===== src/shared/x86rf_consts.vh =====
// constants for the general and segment register file
// assumes inclusion by bare name from design files
`ifndef X86RF_CONSTS_VH
`define X86RF_CONSTS_VH

// general register indices
`define X86RF_ACC        3'h0
`define X86RF_COUNT      3'h1
`define X86RF_DATA       3'h2
`define X86RF_BASE       3'h3
`define X86RF_STACK_PTR  3'h4
`define X86RF_FRAME_PTR  3'h5
`define X86RF_SRC_IDX    3'h6
`define X86RF_DST_IDX    3'h7

// access sizes
`define X86RF_SZ_LOW8    2'h0
`define X86RF_SZ_HIGH8   2'h1
`define X86RF_SZ_W16     2'h2
`define X86RF_SZ_W32     2'h3

// segment indices
`define X86RF_SEG_EXTRA  3'h0
`define X86RF_SEG_CODE   3'h1
`define X86RF_SEG_STACK  3'h2
`define X86RF_SEG_DATA   3'h3
`define X86RF_SEG_AUX1   3'h4
`define X86RF_SEG_AUX2   3'h5

// reference kinds for segment selection
`define X86RF_REF_FETCH  3'h0
`define X86RF_REF_DATA   3'h1
`define X86RF_REF_STACK  3'h2
`define X86RF_REF_STRDST 3'h3
`define X86RF_REF_STRSRC 3'h4
`define X86RF_REF_BPDATA 3'h5

// stack adjust operations
`define X86RF_STK_NONE   2'h0
`define X86RF_STK_PUSH   2'h1
`define X86RF_STK_POP    2'h2

// reset contents, left clear
`define X86RF_GPR_RST    32'h0000_0000
`define X86RF_SEG_RST    16'h0000

// real mode base shift
`define X86RF_REAL_SHIFT 4

`endif


===== src/design/x86rf_regfile.v =====
// general purpose and segment register file of an x86-class core
// assumes the pipeline drives requests on clk_i and reads results a cycle
// later; ce_i low freezes every register except the two reset release flops
//
// Functional notes
// - extended name reads/writes full 32 bits
// - word name selects only low 16 bits
// - high and low bytes written independently
// - pointers/indices addressable as 16 or 32 bits
// - string repeat uses source, dest, count registers
// - stack pointer auto-adjusts on stack operations
// - six 16-bit segment registers provided
// - default segments: data, stack, code
// - fetch, stack, string dest ignore override
// - override prefix redirects other references
// - real/v86 and protected segment interpretation differ
`timescale 1ns/1ps
`default_nettype none
`include "x86rf_consts.vh"

module x86rf_regfile (
    // clock and reset
    input  wire        clk_i,
    input  wire        rstn_i,
    input  wire        ce_i,
    // explicit read port a
    input  wire [2:0]  rd_a_idx_i,
    input  wire [1:0]  rd_a_size_i,
    output reg  [31:0] rd_a_data_o,
    // explicit read port b
    input  wire [2:0]  rd_b_idx_i,
    input  wire [1:0]  rd_b_size_i,
    output reg  [31:0] rd_b_data_o,
    // explicit write port
    input  wire        wr_en_i,
    input  wire [2:0]  wr_idx_i,
    input  wire [1:0]  wr_size_i,
    input  wire [31:0] wr_data_i,
    // string repeat step
    input  wire        str_step_i,
    input  wire        str_dir_dec_i,
    input  wire        str_src_en_i,
    input  wire        str_dst_en_i,
    input  wire        str_rep_i,
    input  wire [2:0]  str_elem_bytes_i,
    input  wire        str_addr32_i,
    output reg  [31:0] str_src_o,
    output reg  [31:0] str_dst_o,
    output reg  [31:0] str_count_o,
    output wire        str_count_zero_o,
    // stack adjust
    input  wire [1:0]  stk_op_i,
    input  wire [2:0]  stk_bytes_i,
    input  wire        stk_addr32_i,
    output reg  [31:0] stack_ptr_o,
    // segment write
    input  wire        seg_wr_en_i,
    input  wire [2:0]  seg_wr_idx_i,
    input  wire [15:0] seg_wr_data_i,
    // segment selection
    input  wire [2:0]  ref_kind_i,
    input  wire        ovr_valid_i,
    input  wire [2:0]  ovr_seg_i,
    input  wire        prot_mode_i,
    input  wire        v86_mode_i,
    output reg  [2:0]  seg_sel_idx_o,
    output wire [15:0] seg_value_o,
    output reg  [31:0] seg_real_base_o,
    output reg  [15:0] seg_selector_o,
    output reg         seg_is_selector_o
);
    reg        rst_s1_r;
    reg        rst_n_r;
    reg [31:0] gpr_r [0:7];
    reg [31:0] gpr_nxt [0:7];
    reg [2:0]  seg_sel_nxt;
    reg [31:0] rd_a_nxt;
    reg [31:0] rd_b_nxt;
    reg [31:0] str_step_amt;
    reg [31:0] stk_amt;
    reg [31:0] tmp;
    reg        mode_prot_r;
    integer    i;

    // reset released through two flip-flops
    always @(posedge clk_i or negedge rstn_i) begin
        if (!rstn_i) begin
            rst_s1_r <= 1'b0;
            rst_n_r  <= 1'b0;
        end else begin
            rst_s1_r <= 1'b1;
            rst_n_r  <= rst_s1_r;
        end
    end

    // sized read of a general register
    function [31:0] rd_sized;
        input [31:0] v;
        input [1:0]  sz;
        begin
            case (sz)
                `X86RF_SZ_W32:  rd_sized = v;
                `X86RF_SZ_W16:  rd_sized = {16'h0000, v[15:0]};
                `X86RF_SZ_HIGH8: rd_sized = {24'h000000, v[15:8]};
                default:        rd_sized = {24'h000000, v[7:0]};
            endcase
        end
    endfunction

    // merge a sized write into a general register
    function [31:0] wr_sized;
        input [31:0] old;
        input [31:0] d;
        input [1:0]  sz;
        begin
            case (sz)
                `X86RF_SZ_W32:  wr_sized = d;
                `X86RF_SZ_W16:  wr_sized = {old[31:16], d[15:0]};
                `X86RF_SZ_HIGH8: wr_sized = {old[31:16], d[7:0], old[7:0]};
                default:        wr_sized = {old[31:8], d[7:0]};
            endcase
        end
    endfunction

    // add or subtract at 16 or 32 bit address width
    function [31:0] ptr_adj;
        input [31:0] v;
        input [31:0] amt;
        input        dec;
        input        a32;
        begin
            ptr_adj = dec ? v - amt : v + amt;
            if (!a32)
                ptr_adj = {v[31:16], ptr_adj[15:0]};
        end
    endfunction

    // byte lanes only exist on the four data registers; pointers and
    // indices treat a byte request as a word access
    function [1:0] eff_size;
        input [2:0] idx;
        input [1:0] sz;
        begin
            if (idx > `X86RF_BASE && !sz[1])
                eff_size = `X86RF_SZ_W16;
            else
                eff_size = sz;
        end
    endfunction

    // general register next state
    always @* begin
        str_step_amt = {29'h0, str_elem_bytes_i};
        stk_amt      = {29'h0, stk_bytes_i};
        tmp          = 32'h0;
        for (i = 0; i < 8; i = i + 1)
            gpr_nxt[i] = gpr_r[i];
        if (wr_en_i)
            gpr_nxt[wr_idx_i] = wr_sized(gpr_r[wr_idx_i], wr_data_i,
                                         eff_size(wr_idx_i, wr_size_i));
        // implicit operands win over an explicit write in the same cycle
        if (str_step_i) begin
            if (str_src_en_i)
                gpr_nxt[`X86RF_SRC_IDX] = ptr_adj(gpr_r[`X86RF_SRC_IDX],
                    str_step_amt, str_dir_dec_i, str_addr32_i);
            if (str_dst_en_i)
                gpr_nxt[`X86RF_DST_IDX] = ptr_adj(gpr_r[`X86RF_DST_IDX],
                    str_step_amt, str_dir_dec_i, str_addr32_i);
            if (str_rep_i && !str_count_zero_o) begin
                tmp = ptr_adj(gpr_r[`X86RF_COUNT], 32'h1, 1'b1,
                              str_addr32_i);
                gpr_nxt[`X86RF_COUNT] = tmp;
            end
        end
        case (stk_op_i)
            `X86RF_STK_PUSH: gpr_nxt[`X86RF_STACK_PTR] =
                ptr_adj(gpr_r[`X86RF_STACK_PTR], stk_amt, 1'b1,
                        stk_addr32_i);
            `X86RF_STK_POP: gpr_nxt[`X86RF_STACK_PTR] =
                ptr_adj(gpr_r[`X86RF_STACK_PTR], stk_amt, 1'b0,
                        stk_addr32_i);
            default: ;
        endcase
    end

    genvar g;
    generate
        for (g = 0; g < 8; g = g + 1) begin : g_gpr
            always @(posedge clk_i or negedge rst_n_r) begin
                if (!rst_n_r)
                    gpr_r[g] <= `X86RF_GPR_RST;
                else if (ce_i)
                    gpr_r[g] <= gpr_nxt[g];
            end
        end
    endgenerate

    // read data and implicit register views
    always @* begin
        rd_a_nxt = rd_sized(gpr_r[rd_a_idx_i],
                            eff_size(rd_a_idx_i, rd_a_size_i));
        rd_b_nxt = rd_sized(gpr_r[rd_b_idx_i],
                            eff_size(rd_b_idx_i, rd_b_size_i));
    end

    assign str_count_zero_o = str_addr32_i ?
        (gpr_r[`X86RF_COUNT] == 32'h0) :
        (gpr_r[`X86RF_COUNT][15:0] == 16'h0);

    always @(posedge clk_i or negedge rst_n_r) begin
        if (!rst_n_r) begin
            rd_a_data_o <= 32'h0;
            rd_b_data_o <= 32'h0;
            str_src_o   <= 32'h0;
            str_dst_o   <= 32'h0;
            str_count_o <= 32'h0;
            stack_ptr_o <= 32'h0;
        end else if (ce_i) begin
            rd_a_data_o <= rd_a_nxt;
            rd_b_data_o <= rd_b_nxt;
            str_src_o   <= gpr_nxt[`X86RF_SRC_IDX];
            str_dst_o   <= gpr_nxt[`X86RF_DST_IDX];
            str_count_o <= gpr_nxt[`X86RF_COUNT];
            stack_ptr_o <= gpr_nxt[`X86RF_STACK_PTR];
        end
    end

    // segment selection for the reference kind
    always @* begin
        case (ref_kind_i)
            `X86RF_REF_FETCH:  seg_sel_nxt = `X86RF_SEG_CODE;
            `X86RF_REF_STACK:  seg_sel_nxt = `X86RF_SEG_STACK;
            `X86RF_REF_STRDST: seg_sel_nxt = `X86RF_SEG_EXTRA;
            `X86RF_REF_BPDATA: seg_sel_nxt = `X86RF_SEG_STACK;
            default:           seg_sel_nxt = `X86RF_SEG_DATA;
        endcase
        if (ovr_valid_i && ovr_seg_i < 3'h6 &&
            (ref_kind_i == `X86RF_REF_DATA ||
             ref_kind_i == `X86RF_REF_STRSRC ||
             ref_kind_i == `X86RF_REF_BPDATA))
            seg_sel_nxt = ovr_seg_i;
    end

    always @(posedge clk_i or negedge rst_n_r) begin
        if (!rst_n_r) begin
            seg_sel_idx_o <= `X86RF_SEG_DATA;
            mode_prot_r   <= 1'b0;
        end else if (ce_i) begin
            seg_sel_idx_o <= seg_sel_nxt;
            // virtual 8086 follows the real mode interpretation
            mode_prot_r   <= prot_mode_i && !v86_mode_i;
        end
    end

    x86rf_seg_bank u_seg (
        .clk_i     (clk_i),
        .rst_n_i   (rst_n_r),
        .ce_i      (ce_i),
        .we_i      (seg_wr_en_i),
        .waddr_i   (seg_wr_idx_i),
        .wdata_i   (seg_wr_data_i),
        .raddr_a_i (seg_sel_nxt),
        .rdata_a_o (seg_value_o),
        .raddr_b_i (seg_wr_idx_i),
        .rdata_b_o ()
    );

    // real mode yields a base; protected mode yields a table selector.
    // descriptor lookup lives outside, so only the selector leaves here
    always @* begin
        seg_is_selector_o = mode_prot_r;
        if (mode_prot_r) begin
            seg_real_base_o = 32'h0;
            seg_selector_o  = seg_value_o;
        end else begin
            seg_real_base_o = {12'h000, seg_value_o, 4'h0};
            seg_selector_o  = 16'h0000;
        end
    end
endmodule // x86rf_regfile

`default_nettype wire


===== src/design/x86rf_seg_bank.v =====
// six 16-bit segment registers with one write port and two read ports
// assumes its reset input is the parent's synchronised reset copy
`timescale 1ns/1ps
`default_nettype none
`include "x86rf_consts.vh"

module x86rf_seg_bank (
    // clock and reset
    input  wire        clk_i,
    input  wire        rst_n_i,
    input  wire        ce_i,
    // write port
    input  wire        we_i,
    input  wire [2:0]  waddr_i,
    input  wire [15:0] wdata_i,
    // read ports
    input  wire [2:0]  raddr_a_i,
    output reg  [15:0] rdata_a_o,
    input  wire [2:0]  raddr_b_i,
    output reg  [15:0] rdata_b_o
);
    reg [15:0] seg_r [0:5];
    genvar g;

    generate
        for (g = 0; g < 6; g = g + 1) begin : g_seg
            always @(posedge clk_i or negedge rst_n_i) begin
                if (!rst_n_i)
                    seg_r[g] <= `X86RF_SEG_RST;
                else if (ce_i && we_i && waddr_i == g)
                    seg_r[g] <= wdata_i;
            end
        end
    endgenerate

    // registered read data; out of range index reads zero
    always @(posedge clk_i or negedge rst_n_i) begin
        if (!rst_n_i) begin
            rdata_a_o <= 16'h0000;
            rdata_b_o <= 16'h0000;
        end else if (ce_i) begin
            rdata_a_o <= (raddr_a_i < 3'h6) ? seg_r[raddr_a_i] : 16'h0000;
            rdata_b_o <= (raddr_b_i < 3'h6) ? seg_r[raddr_b_i] : 16'h0000;
        end
    end
endmodule // x86rf_seg_bank

`default_nettype wire


===== config.mk =====
export PLATFORM = sky130hd
export DESIGN_NAME = x86rf_regfile
export DESIGN_NICKNAME = d
export VERILOG_FILES = /design/src/design/x86rf_regfile.v /design/src/design/x86rf_seg_bank.v
export VERILOG_INCLUDE_DIRS = /design/src /design/src/shared
export SDC_FILE = /design/constraint.sdc
export NUM_CORES = 1
export LEC_CHECK = 0
export BUFFER_PORTS_ARGS = -buffer_cell sky130_fd_sc_hd__buf_2
export CORE_MARGIN = 5
export CORE_UTILIZATION = 29
export DETAILED_ROUTE_END_ITERATION = 8
export PLACE_DENSITY = 0.55
export REMOVE_ABC_BUFFERS = 1
export SYNTH_ARGS = -nofsm -noshare
export SYNTH_HDL_FRONTEND = slang
export SYNTH_SLANG_ARGS = --single-unit

===== constraint.sdc =====
create_clock -name clk_i -period 16.5 [get_ports clk_i]
set_input_delay 3.3 -clock clk_i [delete_from_list [all_inputs] [get_ports clk_i]]
set_output_delay 3.3 -clock clk_i [all_outputs]
set_load 0.02 [all_outputs]

==> flow_summary.yaml, run 1 <==
die:
  die_y_um: 336.9
  coreArea_mm2: 0.1066
  die_area_mm2: 0.1135
  ioPinCount: 356
  die_width_um: 336.9
  initial_utilization_pct: 29.06
  num_rows: 120
placement:
  place_area_mm2: 0.03312
  dp_hpwl_mm: 92.21
  placedCellCount: 4740
  place_ws_ns: 8.979
  io_buffers: 339
  gp_congestion: 0.9192
layout:
  syn2layout_area_growth_pct: 12.99
  final_area_mm2: 0.03501
  layout_common_cells: "439 x nand2_1, 435 x dfrtp_1, 332 x buf_2, 249 x a21oi_1, 238 x o21ai_0"
  fin_nets: 3595
  final_cells: 4856
  drive_above_1_share_pct: 23.86
  layout_commonest_cell: "nand2_1"
clock_tree:
  clk_latency_ns: 0.65
  clk_pin_slew_ns: 0.06
  cts.path.max_buffers: 3
  htree_levels: 2
  hold_buffers: 0
  cts_tree: "yes"
  post_cts_buffers: 0
  cts_sinks: 438
  cts_buffers: 55
  post_cts_resized: 0
  cts-root-buf: "clkbuf_16"
power_and_ir_drop:
  p_leak_nw: 15.24
  ir_worst_vdd_mv: 0.08828
  pwr-share-seq_pct: 32.4
  power_density_mw_per_mm2: 168.3
  clockPowerShare_pct: 21.1
  swShare_pct: 44.75
  netSwitchingPower_mw: 2.637
  power_frac_comb_pct: 46.5
  intPower_mw: 3.256
timing:
  period_share_pct: 44.71
  whs_ns: 0.3493
  hold_violations: 0
  tightestPinTransition_ns: 1.289
  finalWorstSetupSlack_ns: 9.122
  finalSetupViolCount: 0
  rsz0062_at_grt: "no"
  min_period_ns: 7.378
  slew_headroom_pct: 14.07
  fmax_mhz: 135.5
  skew_ns: 0.06572
  slew_viol_final: 0
  finalSetupTns_ns: 0
global_route:
  grt_pass1_wl_mm: 181.7
  grt.overflow.total: 0
  grt_pass1_vias: 25971
  grt_use_total_pct: 21.36
  grt_start_max_net_pins: 136
  antenna_found_initial: 20
worst_setup_path:
  crit_start: "str_addr32_i"
  cp.depth: 4
  slowest_delay_ns: 0.28
  cp_max_fo: 7
  critPathSlowestCell: "and2_2"
  cp_cell_sequence: "buf_2 -> o31ai_1 -> and2_2 -> buf_2"
  path_buf_inv: 2
  worstPathArrival_ns: 4.08
  startpoint_type: "input port"
  crit_end: "str_count_zero_o"
  reg2reg_slack_ns: 12.38
  crit_family: "buffers and inverters"
  critPathRequiredTime_ns: 13.20
  r2r_cells: 10
  critPathKind: "in2out"
  crit_top_cell: "buf_2"
  cp-end-kind: "primary output"
  rr_startpoint: "str_count_o[9]"
  timing.rr.end: "str_count_o[18]"
route:
  drc: 0
  wl_mm: 125.5
  ant_nets: 0
  viasPerCell: 5.572
  num_vias: 27056
  wl_per_cell_um: 25.84
  first_pass_iters: 6
  drt-initial-drc-count: 2302
synthesis:
  yosysSeqAreaShare_pct: 35.38
  synth_top_area_share_pct: 35.21
  ys.flop_type: "dfrtp_1"
  async_flop_share_pct: 100.0
  syn-instance-count: 3284
  synth.area.top_cells: "dfrtp_1 35%, mux4_2 11%, nand2_1 5.3%, mux2_2 4.8%, ha_1 4.2%"
  syn_avg_cell_area_um2: 9.435
  synth_edf_count: 0
  synthesis.area_mm2: 0.03098
  ys_types: 86
  yosysWarnings: 0
  synth_area_leader_cell: "dfrtp_1"
  ys_ff_latch: 438
run:
  cap_violations: 0
worst_hold_path:
  hold_path.startpoint: "rst_s1_r"
  hp-class: "reg2reg"
outcome:
  outcome: "complete, no violations"
==> state kept, by name (all words and copies together), names as in the netlist, 3 cells and up <==
register and flops:
str_src_o 32, rd_b_data_o 32, u_seg.seg_r 96, str_count_o 32, stack_ptr_o 32, str_dst_o 32, gpr_r 128, rd_a_data_o 32
seg_sel_idx_o 3, u_seg.rdata_a_o 16
==> layout make-up <==
| cell class | instances | area [um^2] |
|---|---|---|
| inverters | 59 | 222.7 |
| multi-input cells | 2440 | 17990 |
| well taps | 1403 | 1755 |
| repair buffers | 400 | 2185 |
| diodes | 16 | 40.04 |
| flip-flops and latches | 438 | 10970 |
| clock buffers | 82 | 1608 |
| fillers | 11074 | 71590 |
| clock inverters | 18 | 245.2 |
==> through the flow <==
step / power [mW] / utilization [%]
floorplan: 3.578 / -
global placement: 4.624 / 31.06
detailed placement: 4.636 / 31.06
CTS: 5.894 / 32.80
global route: 6.243 / 32.81
finish: 5.893 / 32.84
==> synth_stat cells, drive strengths merged (4+ instances only) <==
cell type / instances
o221ai: 23
mux4: 157
buf: 192
o22ai: 52
o31ai: 12
a22oi: 15
a21oi: 252
mux2: 133
o22a: 9
or3: 13
a221o: 4
nor3: 40
xor2: 38
a21o: 58
nand4: 12
nand2b: 11
nand3: 82
ha: 105
xnor2: 41
and3: 11
inv: 59
o21ai: 264
a31oi: 36
a22o: 14
nor4: 13
a21boi: 5
clkbuf: 170
nor2: 230
nor2b: 33
o21a: 13
o211ai: 17
o21bai: 21
and2: 25
a221oi: 35
nand2: 440
o2bb2ai: 42
or4: 5
or2: 8
mux2i: 99
dfrtp: 436
a211oi: 14
==> routing by layer <==
layer | share of wire, % | GRT usage [%]
met2 | 46 | 34.30
met1 | 41 | 28.46
met4 | 3.1 | 6.285
met5 | 0.037 | 0
met3 | 9.6 | 5.598
==> power by group through the flow <==
stage	sequential [mW]	clock (mW)	combinational (mW)
2_1_floorplan	1.89	0	1.69
3_3_place_gp	1.90	0	2.72
3_5_place_dp	1.92	0	2.72
4_1_cts	1.90	1.27	2.73
5_1_grt	1.95	1.31	2.99
6_report	1.91	1.24	2.74
==> logic make-up after synthesis <==
logic type      after synthesis  synth area share (%)
compound gates              913                 18.40
xor+xnor                     79                 2.233
fa+ha+maj                   108                 4.377
buf+inv                     421                 6.970
flops                       438                 35.38
mux                         389                 19.47
other cells                   2               0.02424
simple gates                934                 13.14
==> worst min-delay path by stage <==
| stage | endpoint | slack (ns) | cells past startpoint |
|---|---|---|---|
| final | rst_n_r | 0.35 | 0 |
| after global routing | rst_n_r | 0.36 | 0 |
| after CTS | rst_n_r | 0.35 | 0 |
| after detailed placement | rst_n_r | 0.34 | 0 |
| after global placement | rst_n_r | 0.33 | 0 |
| after floorplan | rst_n_r | 0.33 | 0 |
Power figures use the tool's default switching activity.
==> inputs of run 2 (changes only) <==
- clock period: 16.5 -> 7.7 ns (I/O delays scaled with it)
==> flow_summary.yaml, run 2 (synthesis results as in run 1) <==
outcome:
  outcome: "complete, no violations"
die:
  initial_utilization_pct: 29.06
  die_width_um: 336.9
  coreArea_mm2: 0.1066
  die_area_mm2: 0.1135
  die_y_um: 336.9
  num_rows: 120
  ioPinCount: 356
clock_tree:
  cts-root-buf: "clkbuf_16"
  post_cts_resized: 0
  cts_buffers: 54
  cts_tree: "yes"
  htree_levels: 2
  clk_latency_ns: 0.65
  cts.path.max_buffers: 3
  clk_pin_slew_ns: 0.06
  post_cts_buffers: 0
  hold_buffers: 0
  cts_sinks: 438
timing:
  finalSetupTns_ns: 0
  whs_ns: 0.2579
  slew_viol_final: 0
  fmax_mhz: 193.4
  finalSetupViolCount: 0
  tightestPinTransition_ns: 1.312
  slew_headroom_pct: 12.19
  period_share_pct: 67.15
  rsz0062_at_grt: "no"
  hold_violations: 0
  finalWorstSetupSlack_ns: 2.529
  skew_ns: 0.03054
  min_period_ns: 5.171
worst_setup_path:
  cp-end-kind: "flop"
  cp_max_fo: 17
  startpoint_type: "input port"
  critPathKind: "in2reg"
  worstPathArrival_ns: 5.71
  critPathRequiredTime_ns: 8.24
placement:
  gp_congestion: 0.9270
  io_buffers: 339
  dp_hpwl_mm: 92.91
  place_ws_ns: 1.978
  place_area_mm2: 0.03315
  placedCellCount: 4744
route:
  wl_per_cell_um: 25.94
  ant_nets: 0
  first_pass_iters: 5
  wl_mm: 125.9
  drt-initial-drc-count: 2519
  drc: 0
  num_vias: 27084
  viasPerCell: 5.581
global_route:
  grt_use_total_pct: 21.47
  grt_pass1_wl_mm: 183.1
  grt.overflow.total: 0
  antenna_found_initial: 21
  grt_start_max_net_pins: 70
  grt_pass1_vias: 26230
power_and_ir_drop:
  swShare_pct: 44.30
  ir_worst_vdd_mv: 0.1983
  power_frac_comb_pct: 45.4
  clockPowerShare_pct: 22.1
  power_density_mw_per_mm2: 363.5
  netSwitchingPower_mw: 5.657
  p_leak_nw: 15.32
  intPower_mw: 7.113
  power_mw: 12.77
  pwr-share-seq_pct: 32.4
layout:
  syn2layout_area_growth_pct: 13.39
  largest_reg_flops: 128
  fin_nets: 3598
  layout_common_cells: "439 x nand2_1, 435 x dfrtp_1, 332 x buf_2, 249 x a21oi_1, 238 x o21ai_0"
  largest-register: "gpr_r"
  drive_above_1_share_pct: 24.14
  top_regs: "gpr_r x128, u_seg.seg_r x96"
  layout_commonest_cell: "nand2_1"
  final_area_mm2: 0.03513
  final_cells: 4853
  final_core_util_pct: 32.96
worst_hold_path:
  hp-class: "reg2async"
run:
  cap_violations: 0
[run 2: cell types whose count changed in the layout (fill, tap and decap cells not counted), sizes merged, moves of 3 or more]
cell    before  now
diode       16    8
bufinv       3    8
clkinv      10   16
clkbuf      82   76
inv         61   58
buf        400  404
[run 2: worst max-delay path, stage by stage]
cell and delay, ns:
buf_2 0.09, inv_1 0.04, ha_1 0.34, or2_2 0.40, inv_1 0.06, buf_4 0.25
ha_1 0.33, a21o_1 0.18, a21oi_1 0.18, a21boi_0 0.17, o31ai_1 0.66, a31oi_1 0.31
a221oi_1 0.47, mux2_2 0.39, a21oi_1 0.12, nor2_1 0.05, o22ai_1 0.12
[run 2: layer usage]
| metal | vias to the layer above | routed length [um] | GRT usage [%] |
|---|---|---|---|
| li1 | 12182 | - | - |
| met1 | 13601 | 52440 | 28.79 |
| met2 | 1074 | 57770 | 34.60 |
| met3 | 225 | 11460 | 5.052 |
| met4 | 2 | 4223 | 6.499 |
| met5 | - | 8 | 0 |
[run 2: power groups by stage]
stage	Clock (mW)	Sequential [mW]	Combinational, mW
3_3_place_gp	0	4.13	5.77
4_1_cts	2.88	4.11	5.80
6_report	2.83	4.14	5.80
3_5_place_dp	0	4.15	5.77
5_1_grt	2.97	4.22	6.36
2_1_floorplan	0	4.04	3.63
[run 2: worst paths after layout]
check / end / cells after the start / slack, ns / start
worst min register to register: rd_b_data_o[4] / 0 / 0.26 / rst_n_r
min in group clk_i: rst_n_r / 0 / 0.35 / rst_s1_r
max in group asynchronous: rd_b_data_o[23] / 2 / 5.30 / rst_n_r
worst max register to register: str_count_o[3] / 10 / 3.72 / str_count_o[9]
worst max-delay path: stack_ptr_o[25] / 17 / 2.53 / stk_op_i[0]
worst min-delay path: rd_b_data_o[4] / 0 / 0.26 / rst_n_r
[run 2: layout make-up]
type                    count  area [um^2]
fillers                 11081        71470
multi-input cells        2440        17990
flip-flops and latches    438        10970
repair buffers            404         2215
well taps                1403         1755
clock buffers              76         1574
clock inverters            25        391.6
inverters                  59        222.7
diodes                      8        20.02
==> inputs of run 3 (changes only) <==
- ABC_AREA: default -> 1
- PLACE_DENSITY: 0.55 -> 0.57
- clock period: 7.7 -> 4.63 ns (I/O delays scaled with it)
==> flow_summary.yaml, run 3 <==
outcome:
  outcome: "complete, no violations"
worst_setup_path:
  crit_top_cell: "nand2_1"
  worstPathArrival_ns: 2.70
  critPathSlowestCell: "dfrtp_1"
  slowest_delay_ns: 0.52
  cp-end-kind: "primary output"
  r2r_cells: 13
  reg2reg_slack_ns: 1.48
  rr_startpoint: "str_count_o[20]"
  startpoint_type: "flop"
  critPathKind: "reg2out"
  cp_max_fo: 8
  timing.rr.end: "str_count_o[28]"
  crit_family: "simple AND/OR/NAND/NOR gates"
  critPathRequiredTime_ns: 3.70
  cp_cell_sequence: "inv_1 -> nand2_1 -> nor2_1 -> nand2_1 -> nor2_2 -> nand4_1 -> nand2_1 -> and3_1 -> buf_2"
  path_buf_inv: 2
global_route:
  grt_start_max_net_pins: 125
  grt_pass1_wl_mm: 229.9
  grt.overflow.total: 0
  grt_use_total_pct: 24.78
  grt_pass1_vias: 33565
  antenna_found_initial: 9
layout:
  top_regs: "gpr_r x128, u_seg.seg_r x96"
  largest-register: "gpr_r"
  final_core_util_pct: 32.96
  layout_common_cells: "1315 x nand2_1, 615 x o21ai_0, 537 x a21oi_1, 435 x dfrtp_1, 400 x inv_1"
  syn2layout_area_growth_pct: 12.82
  fillers: 12476
  fin_nets: 5363
  layout_commonest_cell: "nand2_1"
  largest_reg_flops: 128
  drive_above_1_share_pct: 11.74
timing:
  finalSetupTns_ns: 0
  tightestPinTransition_ns: 1.227
  whs_ns: 0.06856
  min_period_ns: 3.622
  hold_violations: 0
  rsz0062_at_grt: "no"
  fmax_mhz: 276.1
  finalWorstSetupSlack_ns: 1.008
  slew_viol_final: 0
  period_share_pct: 78.23
  slew_headroom_pct: 18.03
  finalSetupViolCount: 0
  skew_ns: 0.06483
placement:
  gp_congestion: 0.9662
  io_buffers: 339
  place_ws_ns: 0.4975
  dp_hpwl_mm: 115.9
clock_tree:
  cts_sinks: 438
  cts_buffers: 57
  clk_latency_ns: 0.68
  post_cts_resized: 0
  cts_tree: "yes"
  cts-root-buf: "clkbuf_16"
  clk_pin_slew_ns: 0.07
  post_cts_buffers: 0
  cts.path.max_buffers: 3
  htree_levels: 2
  hold_buffers: 0
die:
  die_width_um: 349.4
  die_y_um: 349.4
  ioPinCount: 356
  die_area_mm2: 0.1221
  initial_utilization_pct: 29.21
  coreArea_mm2: 0.1143
  num_rows: 124
synthesis:
  ys_ff_latch: 438
  yosysMostFrequentCell: "nand2_1"
  ys.flop_type: "dfrtp_1"
  yosysSeqAreaShare_pct: 32.82
  synth_xor_xnor_area_share_pct: 0.6817
  ys_top_cells_by_count: "1315 x nand2_1, 615 x o21ai_0, 537 x a21oi_1"
  synth_top_family_by_area: "simple AND/OR/NAND/NOR gates"
  synth-simple-area-share_pct: 27.06
  synthesis.area_mm2: 0.03341
  synth.area.top_cells: "dfrtp_1 33%, nand2_1 15%, o21ai_0 9.2%, a21oi_1 8.0%, nand3_1 5.1%"
  synth_top_area_share_pct: 32.66
  synth_area_leader_cell: "dfrtp_1"
  synthMuxAreaShare_pct: 0
  ys_types: 56
  syn-instance-count: 5071
  syn_avg_cell_area_um2: 6.588
  async_flop_share_pct: 100.0
  yosysWarnings: 0
  synth_edf_count: 0
  yosys.area_share.adder_pct: 3.993
  synth-compound-area-share_pct: 24.13
route:
  first_pass_iters: 7
  wl_mm: 159.0
  wl_per_cell_um: 23.64
  ant_nets: 0
  drc: 0
  viasPerCell: 5.483
  num_vias: 36866
  drt-initial-drc-count: 4558
run:
  cap_violations: 0
power_and_ir_drop:
  power_mw: 17.77
  ir_worst_vdd_mv: 0.3078
  power_density_mw_per_mm2: 471.6
  p_leak_nw: 17.85
worst_hold_path:
  hp-class: "in2async"
==> run 3: worst register-to-register path, stage by stage (launching register included) <==
cell and delay (ns):
dfrtp_1 0.58, inv_1 0.16, nand2_1 0.13, nor2_1 0.09
nand2_1 0.08, nor2_2 0.05, nand4_1 0.14, nand2_1 0.15
nand2_1 0.14, nand3_2 0.43, inv_2 0.66, nand3_1 0.18
nand3_1 0.10, o21ai_0 0.10
==> run 3: kinds of logic (layout without fill, tap and decap cells) <==
kind of cell / Yosys count / count (layout)
buffers and inverters: 836 / 956
adders and majority gates: 106 / 106
AOI/OAI and AO/OA: 1472 / 1472
DFF: 438 / 438
other: 2 / 23
and+or+nand+nor: 2191 / 2191
xor gates and xnor gates: 26 / 26
==> run 3: how the worst max path moves through the flow <==
stage	slack, ns	to	start	cells past startpoint
2_1_floorplan	-8.48	gpr_r[128]	rst_n_r	0
3_3_place_gp	0.45	str_src_o[27]	str_elem_bytes_i[0]	15
3_5_place_dp	0.50	str_src_o[27]	str_elem_bytes_i[0]	15
4_1_cts	0.98	str_count_zero_o	str_count_o[21]	9
5_1_grt	0.83	str_count_zero_o	str_count_o[21]	9
6_report	1.01	str_count_zero_o	str_count_o[20]	9
==> run 3: through the flow <==
stage,instance area (um^2),cells
final,37690,6724
after detailed placement,35740,6615
after CTS,37670,6718
after global routing,37670,6718
after global placement,35740,6615
after floorplan,31290,4676
==> run 3: power by group <==
group	internal, mW	total [mW]	leakage [nW]	switching, mW
logic	2.23	7.14	11.5	4.91
registers	4.65	5.89	5.40	1.24
clock network	2.77	4.74	0.949	1.97
total	9.65	17.8	17.8	8.13
==> run 3: metal layers <==
layer / wire length (um) / GRT usage (%) / vias to the layer above
met2: 69560 / 38.54 / 1951
met5: 25 / 0 / -
met3: 16900 / 6.300 / 338
li1: - / - / 17077
met4: 7340 / 9.819 / 4
met1: 65160 / 33.05 / 17496
==> run 3: layout make-up <==
cell class	instances	area (um^2)	share of cell area, %
Multi-Input combinational cell	3812	18780	49.84
Sequential cell	438	10970	29.10
Timing Repair Buffer	427	2492	6.613
Tap cell	1512	1892	5.020
Clock buffer	85	1714	4.548
Inverter	426	1602	4.250
Clock inverter	18	222.7	0.5910
Antenna cell	6	15.01	0.03984
